==> src/rtl/reset_monitor_pkg.sv <==
// Constants and types for the reset source and supply monitor block
//
// Notes on behaviour
// Low level on the external reset pin forces the internal reset.
// Power-on reset holds until supply passes threshold plus a fixed delay.
// Each of three monitor channels may reset when supply falls below threshold.
// A deep-standby wake interrupt issues a deep-standby reset.
// Independent watchdog underflow or refresh error asserts reset.
// Main watchdog underflow or refresh error asserts reset.
// A software write of the request key produces a software reset.
// Channel 0 reset output is enabled by an option-memory setting.
// Channels 1 and 2 filter detect inputs, sampling at oscillator /2, /4, /8, /16.
// Monitor resets offer two release timings after supply recovers; channel 0 has only the fixed delay.
// Software picks rising or falling supply as the detection event.
// Detection routes to maskable or non-maskable interrupt, plus an event-link output.
// Internal reset is the OR of enabled sources, released when all clear.
package reset_monitor_pkg;

  // ==========================================================================
  // Register offsets (plain port, byte addresses)
  localparam logic [7:0] ADDR_CTRL     = 8'h00;
  localparam logic [7:0] ADDR_CH1_CFG  = 8'h04;
  localparam logic [7:0] ADDR_CH2_CFG  = 8'h08;
  localparam logic [7:0] ADDR_STATUS   = 8'h0c;
  localparam logic [7:0] ADDR_SW_RESET = 8'h10;

  // ==========================================================================
  // Field positions of the channel configuration register
  localparam int CFG_RST_EN    = 0;
  localparam int CFG_INT_EN    = 1;
  localparam int CFG_NMI_SEL   = 2;
  localparam int CFG_RISE_SEL  = 3;
  localparam int CFG_REL_AFTER = 4;
  localparam int CFG_FLT_EN    = 5;
  localparam int CFG_DIV_LO    = 6;
  localparam int CFG_DIV_W     = 2;
  localparam int CFG_W         = 8;
  localparam logic [CFG_W-1:0] CFG_RESET = 8'h00;

  // Control register: status flag clear bits for channels 1 and 2
  localparam int CTRL_CLR1 = 0;
  localparam int CTRL_CLR2 = 1;

  // Software reset key, low byte of a write to ADDR_SW_RESET
  localparam logic [7:0] SW_RESET_KEY = 8'ha5;

  // ==========================================================================
  // Timing
  localparam int CLOCK_HZ        = 10_000_000;
  localparam int POR_DELAY_US    = 1000;
  localparam int POR_DELAY_CYC   = (POR_DELAY_US * (CLOCK_HZ / 1_000_000));
  localparam int MON_DELAY_US    = 100;
  localparam int MON_DELAY_CYC   = (MON_DELAY_US * (CLOCK_HZ / 1_000_000));
  localparam int FILTER_SAMPLES  = 3;

  // Status register bit positions
  localparam int ST_FLAG1 = 0;
  localparam int ST_FLAG2 = 1;
  localparam int ST_MON1  = 2;
  localparam int ST_MON2  = 3;
  localparam int ST_RST   = 4;

  typedef enum logic [0:0] {
    REL_AFTER_RECOVERY,
    REL_ON_SOFTWARE
  } release_mode_t;

endpackage : reset_monitor_pkg

==> src/rtl/monitor_channel.sv <==
// One filtered supply monitor channel with reset, interrupt and event output
`timescale 1ns/10ps
`default_nettype none
module monitor_channel
  import reset_monitor_pkg::*;
#(
  parameter int DELAY_CYC = MON_DELAY_CYC
) (
  input  wire logic             clock,
  input  wire logic             sys_rst,
  input  wire logic             osc_tick,
  input  wire logic [CFG_W-1:0] cfg,
  input  wire logic             below,
  input  wire logic             flag_clr,
  output logic                  mon_level,
  output logic                  flag_reg,
  output logic                  reset_req,
  output logic                  event_pulse
);

  // Refused at elaboration: a zero delay leaves the release counter without an end
  if (DELAY_CYC < 1) begin : g_bad_delay
    $error("monitor_channel: DELAY_CYC must be at least one");
  end

  // ==========================================================================
  // Oscillator divider and sampling filter
  logic [3:0]                 div_reg;
  logic                       samp;
  logic [FILTER_SAMPLES-1:0]  hist_reg;
  logic                       filt_reg;
  logic                       prev_reg;
  logic [$clog2(DELAY_CYC+1)-1:0] rel_cnt_reg;
  logic                       hold_reg;
  logic                       detect;

  always_comb begin
    case (cfg[CFG_DIV_LO +: CFG_DIV_W])
      2'h0:    samp = osc_tick & div_reg[0];
      2'h1:    samp = osc_tick & (&div_reg[1:0]);
      2'h2:    samp = osc_tick & (&div_reg[2:0]);
      default: samp = osc_tick & (&div_reg);
    endcase
  end

  always_ff @(posedge clock) begin
    if (sys_rst) div_reg <= 4'h0;
    else if (osc_tick) div_reg <= div_reg + 4'h1;
  end

  // Filtered level only changes after all samples agree; bypass when disabled
  always_ff @(posedge clock) begin
    if (sys_rst) begin
      hist_reg <= '0;
      filt_reg <= 1'b0;
    end else if (!cfg[CFG_FLT_EN]) begin
      hist_reg <= {FILTER_SAMPLES{below}};
      filt_reg <= below;
    end else if (samp) begin
      hist_reg <= {hist_reg[FILTER_SAMPLES-2:0], below};
      if (&{hist_reg[FILTER_SAMPLES-2:0], below}) filt_reg <= 1'b1;
      else if (~|{hist_reg[FILTER_SAMPLES-2:0], below}) filt_reg <= 1'b0;
    end
  end

  // ==========================================================================
  // Edge selection, sticky flag and event link
  always_comb begin
    if (cfg[CFG_RISE_SEL]) detect = prev_reg & ~filt_reg;
    else detect = ~prev_reg & filt_reg;
  end

  always_ff @(posedge clock) begin
    if (sys_rst) prev_reg <= 1'b0;
    else prev_reg <= filt_reg;
  end

  always_ff @(posedge clock) begin
    if (sys_rst) flag_reg <= 1'b0;
    else if (detect) flag_reg <= 1'b1; // Set wins over clear
    else if (flag_clr) flag_reg <= 1'b0;
  end

  always_ff @(posedge clock) begin
    if (sys_rst) event_pulse <= 1'b0;
    else event_pulse <= detect & cfg[CFG_INT_EN];
  end

  always_ff @(posedge clock) begin
    if (sys_rst) mon_level <= 1'b0;
    else mon_level <= filt_reg;
  end

  // ==========================================================================
  // Reset request with two release timings
  always_ff @(posedge clock) begin
    if (sys_rst) begin
      hold_reg    <= 1'b0;
      rel_cnt_reg <= '0;
    end else if (cfg[CFG_RST_EN] && filt_reg) begin
      hold_reg    <= 1'b1;
      rel_cnt_reg <= ($clog2(DELAY_CYC+1))'(DELAY_CYC);
    end else if (hold_reg) begin
      // either release a fixed delay after recovery or on detected recovery
      if (cfg[CFG_REL_AFTER] == REL_ON_SOFTWARE) hold_reg <= 1'b0;
      else if (rel_cnt_reg <= 1) hold_reg <= 1'b0;
      else rel_cnt_reg <= rel_cnt_reg - 1'b1;
    end
  end

  always_ff @(posedge clock) begin
    if (sys_rst) reset_req <= 1'b0;
    else reset_req <= (cfg[CFG_RST_EN] && filt_reg) || hold_reg;
  end

endmodule : monitor_channel
`default_nettype wire

==> src/rtl/reset_monitor.sv <==
// Reset source combiner and supply-voltage monitor top
//
// Chosen here: the plain strobed port and the register addresses.
`timescale 1ns/10ps
`default_nettype none
module reset_monitor
  import reset_monitor_pkg::*;
#(
  parameter int POR_CYC = POR_DELAY_CYC,
  parameter int MON_CYC = MON_DELAY_CYC
) (
  input  wire logic       clock,
  input  wire logic       sys_rst,
  input  wire logic       external_reset_pin_n,
  input  wire logic       supply_above_por,
  input  wire logic       ch0_below,
  input  wire logic       ch1_below,
  input  wire logic       ch2_below,
  input  wire logic       ch0_reset_opt,
  input  wire logic       low_speed_onchip_osc_tick,
  input  wire logic       deep_standby_wake,
  input  wire logic       independent_watchdog_underflow,
  input  wire logic       independent_watchdog_refresh_err,
  input  wire logic       main_watchdog_underflow,
  input  wire logic       main_watchdog_refresh_err,
  input  wire logic [7:0] addr,
  input  wire logic [31:0] wdata,
  input  wire logic       wr_stb,
  input  wire logic       rd_stb,
  output logic [31:0]     rdata,
  output logic            internal_reset,
  output logic            maskable_irq,
  output logic            nonmaskable_irq,
  output logic            event_link_1,
  output logic            event_link_2,
  output logic [7:0]      reset_cause
);

  if (POR_CYC < 1 || MON_CYC < 1) begin : g_bad_delay
    $error("reset_monitor: delays must be at least one");
  end

  // ==========================================================================
  // Configuration registers
  logic [CFG_W-1:0] ch1_cfg_reg;
  logic [CFG_W-1:0] ch2_cfg_reg;
  logic             clr1;
  logic             clr2;
  logic             sw_req;
  logic             ch1_flag;
  logic             ch2_flag;
  logic             ch1_mon;
  logic             ch2_mon;
  logic             ch1_rst;
  logic             ch2_rst;
  logic             ch1_evt;
  logic             ch2_evt;

  function automatic logic hit(input logic [7:0] a, input logic [7:0] off);
    hit = (a == off);
  endfunction : hit

  always_ff @(posedge clock) begin
    if (sys_rst) begin
      ch1_cfg_reg <= CFG_RESET;
      ch2_cfg_reg <= CFG_RESET;
    end else if (wr_stb) begin
      if (hit(addr, ADDR_CH1_CFG)) ch1_cfg_reg <= wdata[CFG_W-1:0];
      else if (hit(addr, ADDR_CH2_CFG)) ch2_cfg_reg <= wdata[CFG_W-1:0];
    end
  end

  assign clr1   = wr_stb && hit(addr, ADDR_CTRL) && wdata[CTRL_CLR1];
  assign clr2   = wr_stb && hit(addr, ADDR_CTRL) && wdata[CTRL_CLR2];
  // Key guards against stray writes resetting the chip
  assign sw_req = wr_stb && hit(addr, ADDR_SW_RESET) && (wdata[7:0] == SW_RESET_KEY);

  // ==========================================================================
  // Monitor channels 1 and 2
  monitor_channel #(.DELAY_CYC(MON_CYC)) u_ch1 (
    .clock       (clock),
    .sys_rst     (sys_rst),
    .osc_tick    (low_speed_onchip_osc_tick),
    .cfg         (ch1_cfg_reg),
    .below       (ch1_below),
    .flag_clr    (clr1),
    .mon_level   (ch1_mon),
    .flag_reg    (ch1_flag),
    .reset_req   (ch1_rst),
    .event_pulse (ch1_evt)
  );

  monitor_channel #(.DELAY_CYC(MON_CYC)) u_ch2 (
    .clock       (clock),
    .sys_rst     (sys_rst),
    .osc_tick    (low_speed_onchip_osc_tick),
    .cfg         (ch2_cfg_reg),
    .below       (ch2_below),
    .flag_clr    (clr2),
    .mon_level   (ch2_mon),
    .flag_reg    (ch2_flag),
    .reset_req   (ch2_rst),
    .event_pulse (ch2_evt)
  );

  // ==========================================================================
  // Power-on and channel 0 hold timers
  logic [$clog2(POR_CYC+1)-1:0] por_cnt_reg;
  logic                         por_active_reg;
  logic [$clog2(MON_CYC+1)-1:0] ch0_cnt_reg;
  logic                         ch0_active_reg;
  logic                         sw_hold_reg;
  logic [7:0]                   src;
  logic                         any_src;

  // Counter only starts once the supply is above the detect level
  always_ff @(posedge clock) begin
    if (sys_rst) begin
      por_active_reg <= 1'b1;
      por_cnt_reg    <= '0;
    end else if (!supply_above_por) begin
      por_active_reg <= 1'b1;
      por_cnt_reg    <= '0;
    end else if (por_active_reg) begin
      if (por_cnt_reg >= ($clog2(POR_CYC+1))'(POR_CYC - 1)) por_active_reg <= 1'b0;
      else por_cnt_reg <= por_cnt_reg + 1'b1;
    end
  end

  always_ff @(posedge clock) begin
    if (sys_rst) begin
      ch0_active_reg <= 1'b0;
      ch0_cnt_reg    <= '0;
    end else if (ch0_reset_opt && ch0_below) begin
      ch0_active_reg <= 1'b1;
      ch0_cnt_reg    <= ($clog2(MON_CYC+1))'(MON_CYC);
    end else if (ch0_active_reg) begin
      if (ch0_cnt_reg <= 1) ch0_active_reg <= 1'b0;
      else ch0_cnt_reg <= ch0_cnt_reg - 1'b1;
    end
  end

  // Software request is a strobe; hold it one cycle so the combiner sees it
  always_ff @(posedge clock) begin
    if (sys_rst) sw_hold_reg <= 1'b0;
    else sw_hold_reg <= sw_req;
  end

  // ==========================================================================
  // Source combination
  always_comb begin
    src[0] = ~external_reset_pin_n;
    src[1] = por_active_reg;
    src[2] = ch0_active_reg;
    src[3] = ch1_rst;
    src[4] = ch2_rst;
    src[5] = deep_standby_wake;
    src[6] = independent_watchdog_underflow | independent_watchdog_refresh_err;
    src[7] = main_watchdog_underflow | main_watchdog_refresh_err | sw_hold_reg;
    any_src = |src;
  end

  always_ff @(posedge clock) begin
    if (sys_rst) internal_reset <= 1'b1;
    else internal_reset <= any_src;
  end

  // Cause bits stick until the next system reset so software can read them
  always_ff @(posedge clock) begin
    if (sys_rst) reset_cause <= 8'h00;
    else reset_cause <= reset_cause | src;
  end

  // ==========================================================================
  // Interrupt routing and event link
  always_ff @(posedge clock) begin
    if (sys_rst) begin
      maskable_irq    <= 1'b0;
      nonmaskable_irq <= 1'b0;
      event_link_1    <= 1'b0;
      event_link_2    <= 1'b0;
    end else begin
      maskable_irq    <= (ch1_evt & ~ch1_cfg_reg[CFG_NMI_SEL])
                       | (ch2_evt & ~ch2_cfg_reg[CFG_NMI_SEL]);
      nonmaskable_irq <= (ch1_evt & ch1_cfg_reg[CFG_NMI_SEL])
                       | (ch2_evt & ch2_cfg_reg[CFG_NMI_SEL]);
      event_link_1    <= ch1_evt;
      event_link_2    <= ch2_evt;
    end
  end

  // ==========================================================================
  // Read port; unmapped addresses return zero
  always_ff @(posedge clock) begin
    if (sys_rst) rdata <= 32'h0000_0000;
    else if (rd_stb) begin
      if (hit(addr, ADDR_CH1_CFG)) rdata <= {24'h000000, ch1_cfg_reg};
      else if (hit(addr, ADDR_CH2_CFG)) rdata <= {24'h000000, ch2_cfg_reg};
      else if (hit(addr, ADDR_STATUS))
        rdata <= {19'h00000, reset_cause, internal_reset, ch2_mon, ch1_mon, ch2_flag, ch1_flag};
      else rdata <= 32'h0000_0000;
    end else rdata <= 32'h0000_0000;
  end

endmodule : reset_monitor
`default_nettype wire

==> config.mk <==
export PLATFORM = sky130hd
export DESIGN_NAME = reset_monitor
export DESIGN_NICKNAME = d
export VERILOG_FILES = /design/src/rtl/reset_monitor_pkg.sv /design/src/rtl/monitor_channel.sv /design/src/rtl/reset_monitor.sv
export SDC_FILE = /design/constraint.sdc
export NUM_CORES = 1
export LEC_CHECK = 0
export BUFFER_PORTS_ARGS = -buffer_cell sky130_fd_sc_hd__buf_2
export CAP_MARGIN = 5
export CORE_MARGIN = 4
export CORE_UTILIZATION = 27
export DETAILED_ROUTE_END_ITERATION = 16
export PLACE_DENSITY = 0.49
export SYNTH_ARGS = -nofsm -noshare
export SYNTH_HDL_FRONTEND = slang
export SYNTH_SLANG_ARGS = --single-unit
==> constraint.sdc <==
create_clock -name clock -period 2.4 [get_ports clock]
set_clock_uncertainty 0.2 [all_clocks]
set_input_delay 0.24 -clock clock [delete_from_list [all_inputs] [get_ports clock]]
set_output_delay 0.24 -clock clock [all_outputs]
set_load 0.01 [all_outputs]
==> results of run 1 <==
==> per-stage QoR <==
stage | setup slack (ns) | cells | instance area, um^2 | total power, uW
2_1_floorplan | 0.189 | 593 | 5250 | 2200
3_3_place_gp | 0.0944 | 856 | 5670 | 2270
3_5_place_dp | 0.0428 | 856 | 5670 | 2280
4_1_cts | 0.0464 | 907 | 6480 | 4980
5_1_grt | 0.0407 | 909 | 6500 | 5110
6_report | 0.149 | 909 | 6500 | 4910
==> what timing repair did <==
item                                    4_1_cts  5_1_grt
hold buffers                                 19        0
endpoints found under the hold margin        30        0
endpoints found under the setup margin        0        4
setup buffers                                 0        1
==> layout make-up <==
cell class,count,area [um^2]
repair buffers,89,573
well taps,234,293
clock buffers,22,464
inverters,18,67.6
clock inverters,10,158
flip-flops and latches,113,2260
fillers,1910,12300
multi-input cells,423,2690
==> cell usage after synthesis, drive strengths merged, types with 5 or more instances <==
cell type,instances
a21oi,41
a31oi,15
and2,9
buf,25
clkbuf,15
dfxtp,113
ha,11
inv,18
mux2i,24
nand2,26
nand2b,9
nand3,11
nand4,8
nor2,77
nor2b,6
nor3,8
nor4,18
o21ai,19
o31ai,15
or2,6
or3,14
or4,19
xnor2,5
xor2,5
==> critical path, stage by stage, from the launching register on <==
cell and delay (ns):
dfxtp_1 0.38, inv_1 0.06, ha_1 0.22, o21ba_2 0.25
a2111o_1 0.43, or4_1 0.48, a31oi_1 0.15
==> cells in the final DEF (no fill, tap or decap), drive strengths merged, types with 4 or more instances in the layout <==
master,instances
nor3,8
or3,14
nand3,11
nor2,77
o21ai,19
a31oi,15
xor2,5
bufinv,4
dfxtp,113
nand2b,9
and3,4
nand3b,4
ha,11
inv,18
nor2b,6
mux2i,24
nor3b,4
dlygate4sd3,19
conb,19
xnor2,5
or2,6
buf,70
o22ai,4
clkbuf,22
nor4,18
and2,9
a21oi,41
nand4,8
o31ai,15
or4,19
nand2,26
o21a,4
==> layer usage <==
metal | up-vias | track usage | wire (um)
met5 | - | 0 | 0
met4 | 0 | 0.0442 | 214
met3 | 15 | 0.0382 | 481
met2 | 71 | 0.212 | 6430
met1 | 2187 | 0.151 | 6110
li1 | 2245 | - | -
==> path summary, 6_finish.rpt <==
path	end	slack [ns]	depth (start not counted)
setup / recovery	u_ch2.rel_cnt_reg[8]	0.15	6
hold / removal	sw_hold_reg	0.06	3
setup reg to reg	u_ch2.rel_cnt_reg[8]	0.15	6
hold reg to reg	reset_cause[4]	0.27	2
==> logic make-up after synthesis <==
logic type / after synthesis
flip-flops: 113
AO/OA/AOI/OAI: 123
AND/OR/NAND/NOR: 233
multiplexers: 26
other: 1
adder cells (fa/ha/maj): 11
buffers and inverters: 58
XOR/XNOR: 10
==> power by group <==
part | internal (uW) | switching, uW
combinational | 122 | 177
sequential | 1920 | 42.7
clock | 1790 | 862
total | 3830 | 1080
==> results.cfg, run 1 <==
[setup_path]
critPathLaunch = u_ch2.rel_cnt_reg[0]
crit_type = reg2reg
start_kind = register
endpoint_kind = register
critPathMaxFanout = 5
cp.required_ns = 2.53
r2r_start = u_ch2.rel_cnt_reg[0]
cp.arrival_ns = 2.38

[sta]
rsz0062_at_grt = false
finalHoldViolCount = 0
maxSlewViolCount = 0
tightest_slew_ns = 0.532
setup_viol = 0
slew_headroom = 0.645
period_minus_slack_ns = 2.25
tns_ns = 0
holdWs_ns = 0.0597
max_freq_mhz = 444
period_share = 0.938

[clock_network]
cts_resized = 0
root_buffer = clkbuf_16
cts_num_sinks = 113
cts_max_path_buffers = 2
insertion_delay_ns = 0.41
cts_tree = built
cts_max_level = 4
cts_buffers = 17
path_clk_slew_ns = 0.05

[logic_synthesis]
yosysTopAreaCell = dfxtp_1
synth_compound_area_frac = 0.151
synth_edf_count = 0
synth_area_per_cell_um2 = 9.00
async_flop_share = 0
ys_warn_count = 0
yosysUniqueCellTypes = 65
synth-xor-area-share = 0.0169
synth-adder-area-share = 0.0266
netlist_top_cells_area = dfxtp_1 44%, nor2_1 5.5%, mux2i_1 4.6%, a21oi_1 4.0%, buf_4 2.9%
yosys.area.top_type_share = 0.437
synth_flop_cell = dfxtp_1
synthMuxAreaShare = 0.0507
syn_inst = 575
netlist_area_um2 = 5180
synthSimpleGateAreaFrac = 0.258
seq_area_frac_synth = 0.437
ys_ff_latch = 113
synth_top_family_by_area = simple AND/OR/NAND/NOR gates

[global_route]
grt_max_degree = 41
grt_pass1_vias = 4454
grt_pass1_wl_um = 21900
grt_usage = 0.125
grt_overflow_total = 0
antenna_found_initial = 0

[min_path]
worstHoldPathType = in2reg
min_from = addr[5]

[cells_and_area]
layout.nets = 729
finalCoreUtilization = 0.346
drive_above_1_share = 0.185
syn_to_final_growth_pct = 25.6
largest_register_ffs = 14
diodes = 0

[floorplan]
die_w_um = 146
num_rows = 50
dieArea_um2 = 21500
core_um2 = 18800
die_h_um = 146
ios = 101
initial_core_util = 0.276

[route]
wl_per_cell_um = 14.6
dr.first_iter.drc_count = 193
firstDrtPassIters = 4
ant_nets = 0
vias = 4518
vias_per_cell = 4.97
wirelength_um = 13200
drc = 0

[power]
vdd_ir_drop_max_uv = 492
power.density_nw_per_um2 = 755
leakagePower_uw = 0.00257

[placement]
post-dp-hpwl_um = 9400
portBuffers = 57
place.gp.congestion = 0.776

[run]
max_cap_violations = 0

[status]
status = completed
(Power assumes the default switching activity.)
==> run 2: changes to the inputs <==
--- a/config.mk
+++ b/config.mk
@@ -11,6 +11,7 @@
 export CORE_UTILIZATION = 27
 export DETAILED_ROUTE_END_ITERATION = 16
 export PLACE_DENSITY = 0.49
+export RECOVER_POWER = 100
 export SYNTH_ARGS = -nofsm -noshare
 export SYNTH_HDL_FRONTEND = slang
 export SYNTH_SLANG_ARGS = --single-unit
==> results.cfg, run 2 (synthesis gave the netlist of run 1 again) <==
[clock_network]
cts_max_path_buffers = 2
cts_max_level = 4
path_clk_slew_ns = 0.05
root_buffer = clkbuf_16
cts_buffers = 17
cts_num_sinks = 113
cts_resized = 0
insertion_delay_ns = 0.41
cts_tree = built

[setup_path]
critPathMaxFanout = 8
crit_slowest_cell = o41ai_1
cp.arrival_ns = 2.43
critPathLaunch = ch0_cnt_reg[6]
cpPeakStageDelay_ns = 0.70
worst-r2r-setup-slack_ns = 0.11
critical_path.top_delay_family = compound AO/OA/AOI/OAI gates
crit_type = reg2reg
cp.required_ns = 2.54
cp_cell_sequence = or3_1 > o41ai_1 > mux2_2 > nor2_1
cp.buffers_inverters = 0
r2r_start = ch0_cnt_reg[6]
start_kind = register
endpoint_kind = register

[global_route]
grt_pass1_vias = 4454
antenna_found_initial = 0
grt_max_degree = 41
grt_pass1_wl_um = 21900
grt_overflow_total = 0
grt_usage = 0.125

[sta]
max_freq_mhz = 437
rsz0062_at_grt = false
tightest_slew_ns = 1.83
setup_viol = 0
slew_headroom = -0.217
period_minus_slack_ns = 2.29
period_share = 0.954
tns_ns = 0
finalHoldViolCount = 0
maxSlewViolCount = 41
final.setup.worst_slack_ns = 0.109

[route]
ant_nets = 0
drc = 0
wl_per_cell_um = 14.6
wirelength_um = 13300
vias_per_cell = 4.94
firstDrtPassIters = 4
dr.first_iter.drc_count = 172
vias = 4493

[cells_and_area]
drive_above_1_share = 0.114
fillers = 1946
layout.nets = 729
mostFrequentLayoutCells = 113 x dfxtp_1, 77 x nor2_1, 41 x a21oi_1, 39 x clkbuf_1, 28 x buf_2
syn_to_final_growth_pct = 23.2
multi_input_area_um2 = 2620
seq_area_um2 = 2260
layout_commonest_cell = dfxtp_1
largest_register_ffs = 14
diodes = 0

[min_path]
worstHoldPathType = in2reg
min_from = addr[5]

[power]
leakagePower_uw = 0.00242
power.density_nw_per_um2 = 769
vdd_ir_drop_max_uv = 495

[floorplan]
core_um2 = 18800
die_w_um = 146
initial_core_util = 0.276
dieArea_um2 = 21500
die_h_um = 146
ios = 101
num_rows = 50

[status]
status = complete, but fails checks
violations = capacitance limit, slew limit

[placement]
portBuffers = 57
detailedPlace.worstSlack_ns = 0.0428
place.gp.congestion = 0.776
post-dp-hpwl_um = 9400

[run]
max_cap_violations = 1
==> run 2: timing repair <==
item	CTS	global route
hold buffers	19	0
hold endpoints to repair	30	0
setup buffers	0	1
endpoints found under the setup margin	0	4
==> run 2: stage by stage <==
step | instance area [um^2] | total power, uW | hold WS, ns | util | cells
detailed placement | 5670 | 2280 | 0.262 | 0.302 | 856
finish | 6380 | 4900 | 0.0479 | 0.340 | 909
global route | 6380 | 5100 | 0.0474 | 0.340 | 909
floorplan | 5250 | 2200 | 0.116 | - | 593
CTS | 6480 | 4980 | 0.0411 | 0.345 | 907
global placement | 5670 | 2270 | 0.255 | 0.302 | 856
==> run 2: where the power goes <==
part	internal (uW)	switching, uW	total (uW)
clock network	1790	862	2650
logic	117	173	290
registers	1920	42.4	1960
total	3820	1080	4900
==> run 2: final timing paths <==
kind                     to  cells past startpoint
max          ch0_cnt_reg[1]                      4
min             sw_hold_reg                      3
max reg2reg  ch0_cnt_reg[1]                      4
min reg2reg  reset_cause[4]                      2
==> run 2: final cells by class <==
class                   count  area share
repair buffers             89      0.0801
inverters                  18      0.0106
clock buffers              22      0.0728
well taps                 234      0.0459
multi-input cells         423       0.411
clock inverters            10      0.0247
flip-flops and latches    113       0.355
==> run 2: worst register-to-register path, cell delays in order, from the launching register on <==
cell and delay [ns]:
dfxtp_1 0.33, or3_1 0.50, o41ai_1 0.70, mux2_2 0.41, nor2_1 0.08
==> run 2: per-layer routing <==
metal	part of all wire	track usage	wire length, um	vias to the layer above
met2	0.49	0.212	6440	64
met4	0.015	0.0442	196	0
li1	-	-	-	2241
met1	0.46	0.151	6130	2175
met5	0	0	0	-
met3	0.038	0.0382	498	13
==> run 3: changes to the inputs <==
--- a/config.mk
+++ b/config.mk
@@ -5,6 +5,7 @@
 export SDC_FILE = /design/constraint.sdc
 export NUM_CORES = 1
 export LEC_CHECK = 0
+export ABC_AREA = 1
 export BUFFER_PORTS_ARGS = -buffer_cell sky130_fd_sc_hd__buf_2
 export CAP_MARGIN = 5
 export CORE_MARGIN = 4
==> results.cfg, run 3 <==
[global_route]
grt_overflow_total = 0
grt_pass1_vias = 4687
grt_usage = 0.131
grt_pass1_wl_um = 23200
grt_max_degree = 40
antenna_found_initial = 1

[route]
wirelength_um = 14200
ant_nets = 0
wl_per_cell_um = 12.5
dr.first_iter.drc_count = 255
vias_per_cell = 4.34
drc = 0
vias = 4920
firstDrtPassIters = 5

[clock_network]
root_buffer = clkbuf_16
cts_max_level = 4
cts_num_sinks = 113
cts_tree = built
path_clk_slew_ns = 0.05
cts_buffers = 17
cts_max_path_buffers = 2
insertion_delay_ns = 0.41
post-cts-setup-buffers = 0
cts_resized = 0

[logic_synthesis]
synth.most_common_cell = nand2_1
netlist_top_cells_area = dfxtp_1 41%, nand2_1 8.2%, inv_1 8.0%, nor2_1 6.8%, nand3_1 5.2%
synth_top_cells_by_count = 120 x nand2_1, 117 x inv_1, 113 x dfxtp_1, 100 x nor2_1
synth_edf_count = 0
yosysTopAreaCell = dfxtp_1
synth_flop_cell = dfxtp_1
ys_warn_count = 0
async_flop_share = 0
seq_area_frac_synth = 0.413
yosysUniqueCellTypes = 39
ys_ff_latch = 113
syn_inst = 770
synth_area_per_cell_um2 = 7.12
netlist_area_um2 = 5480
yosys.area.top_type_share = 0.413

[cells_and_area]
finalCoreUtilization = 0.340
largest_register_ffs = 14
diodes = 0
layout.nets = 925
final_area_um2 = 6700
drive_above_1_share = 0.0990
syn_to_final_growth_pct = 22.3
mostFrequentLayoutCells = 125 x nand2_1, 118 x inv_1, 113 x dfxtp_1, 100 x nor2_1, 58 x nand3_1
layout_commonest_cell = nand2_1

[floorplan]
dieArea_um2 = 22600
die_w_um = 150
ios = 101
core_um2 = 19700
die_h_um = 150
initial_core_util = 0.278
num_rows = 51

[setup_path]
crit_slowest_cell = dlygate4sd3_1
crit_type = in2reg
cpPeakStageDelay_ns = 0.58
critical_path.top_delay_family = buffers and inverters
cp.buffers_inverters = 3
endpoint_kind = register
cp.arrival_ns = 2.21
start_kind = input pin
critPathMaxFanout = 2
cp_common_cell = dlygate4sd3_1
cp_cell_sequence = dlygate4sd3_1 > buf_2 > or3_1 > nor4_1 > nand4_1 > dlygate4sd3_1
cp.required_ns = 2.49

[sta]
max_freq_mhz = 472
setup_viol = 0
finalHoldViolCount = 0
slew_headroom = 0.256
rsz0062_at_grt = false
maxSlewViolCount = 0
period_minus_slack_ns = 2.12
period_share = 0.882
tns_ns = 0
tightest_slew_ns = 1.12

[placement]
place.gp.congestion = 0.788
post-dp-hpwl_um = 10200
placed_area_um2 = 5990
portBuffers = 57

[power]
vdd_ir_drop_max_uv = 281
power.density_nw_per_um2 = 711
leakagePower_uw = 0.00290

[status]
status = completed

[run]
max_cap_violations = 0

[min_path]
worstHoldPathType = in2reg
-- run 3: changes by cell type in the layout (fill, tap and decap cells not counted), sizes merged, moves of 24 or more --
cell,before,now
nor2,77,105
mux2i,24,0
nand3,11,59
inv,18,120
nand2,26,133
o21ai,19,58
-- run 3: logic make-up after synthesis --
group,Yosys count,synth area share
adders and majority gates,11,0.0251
and+or+nand+nor,342,0.281
AOI/OAI and AO/OA,133,0.134
other,1,0.000684
xor gates and xnor gates,13,0.0208
DFF,113,0.413
buffers and inverters,157,0.126
-- run 3: per-layer routing --
| layer | routed length (um) | GRT usage | share of wire | vias up |
|---|---|---|---|---|
| li1 | - | - | - | 2625 |
| met1 | 7100 | 0.175 | 0.50 | 2186 |
| met2 | 6150 | 0.200 | 0.43 | 91 |
| met3 | 638 | 0.0376 | 0.045 | 16 |
| met4 | 248 | 0.0471 | 0.018 | 2 |
| met5 | 7 | 0 | 0.00049 | - |
-- run 3: area by class of cell --
cell class              instances  area (um^2)
well taps                     265          332
clock inverters                 6         80.1
multi-input cells             518         2560
fillers                      2093        13000
clock buffers                  24          492
flip-flops and latches        113         2260
repair buffers                 87          519
inverters                     121          454
-- run 3: stage by stage --
step           hold WS, ns  power (uW)  std cells  worst slack [ns]
4_1_cts            0.00550        4850       1134             0.241
6_report            0.0429        4770       1134             0.283
5_1_grt             0.0593        4970       1134            0.0409
2_1_floorplan        0.136        2240        788             0.555
3_3_place_gp         0.228        2340       1082             0.323
3_5_place_dp         0.232        2340       1082             0.324
-- run 3: timing repair --
item | CTS | global route
endpoints found under the hold margin | 23 | 0
setup endpoints to repair | 0 | 0
hold buffers | 22 | 0
-- run 3: power by group --
part | total [uW] | internal (uW) | switching (uW)
Clock | 2450 | 1620 | 832
Sequential | 1970 | 1920 | 42.1
Combinational | 353 | 135 | 219
-- run 3: worst reg2reg max path, stage by stage, from the launching register on --
cell     delay [ns]
dfxtp_1        0.36
inv_1          0.11
ha_1           0.29
or2_2          0.29
nand3_1        0.10
nand2_2        0.15
inv_2          0.18
nand2_1        0.07
nand2_1        0.06
nand3_1        0.06
nand2_1        0.07
inv_1          0.05
-- run 3: path summary, 6_finish.rpt --
kind | endpoint | slack (ns) | cells past startpoint | startpoint
max reg2reg | ch0_cnt_reg[5] | 0.31 | 11 | ch0_cnt_reg[0]
max | internal_reset | 0.28 | 6 | main_watchdog_refresh_err
min reg2reg | event_link_2 | 0.24 | 2 | u_ch2.event_pulse
min | u_ch2.div_reg[0] | 0.04 | 3 | low_speed_onchip_osc_tick
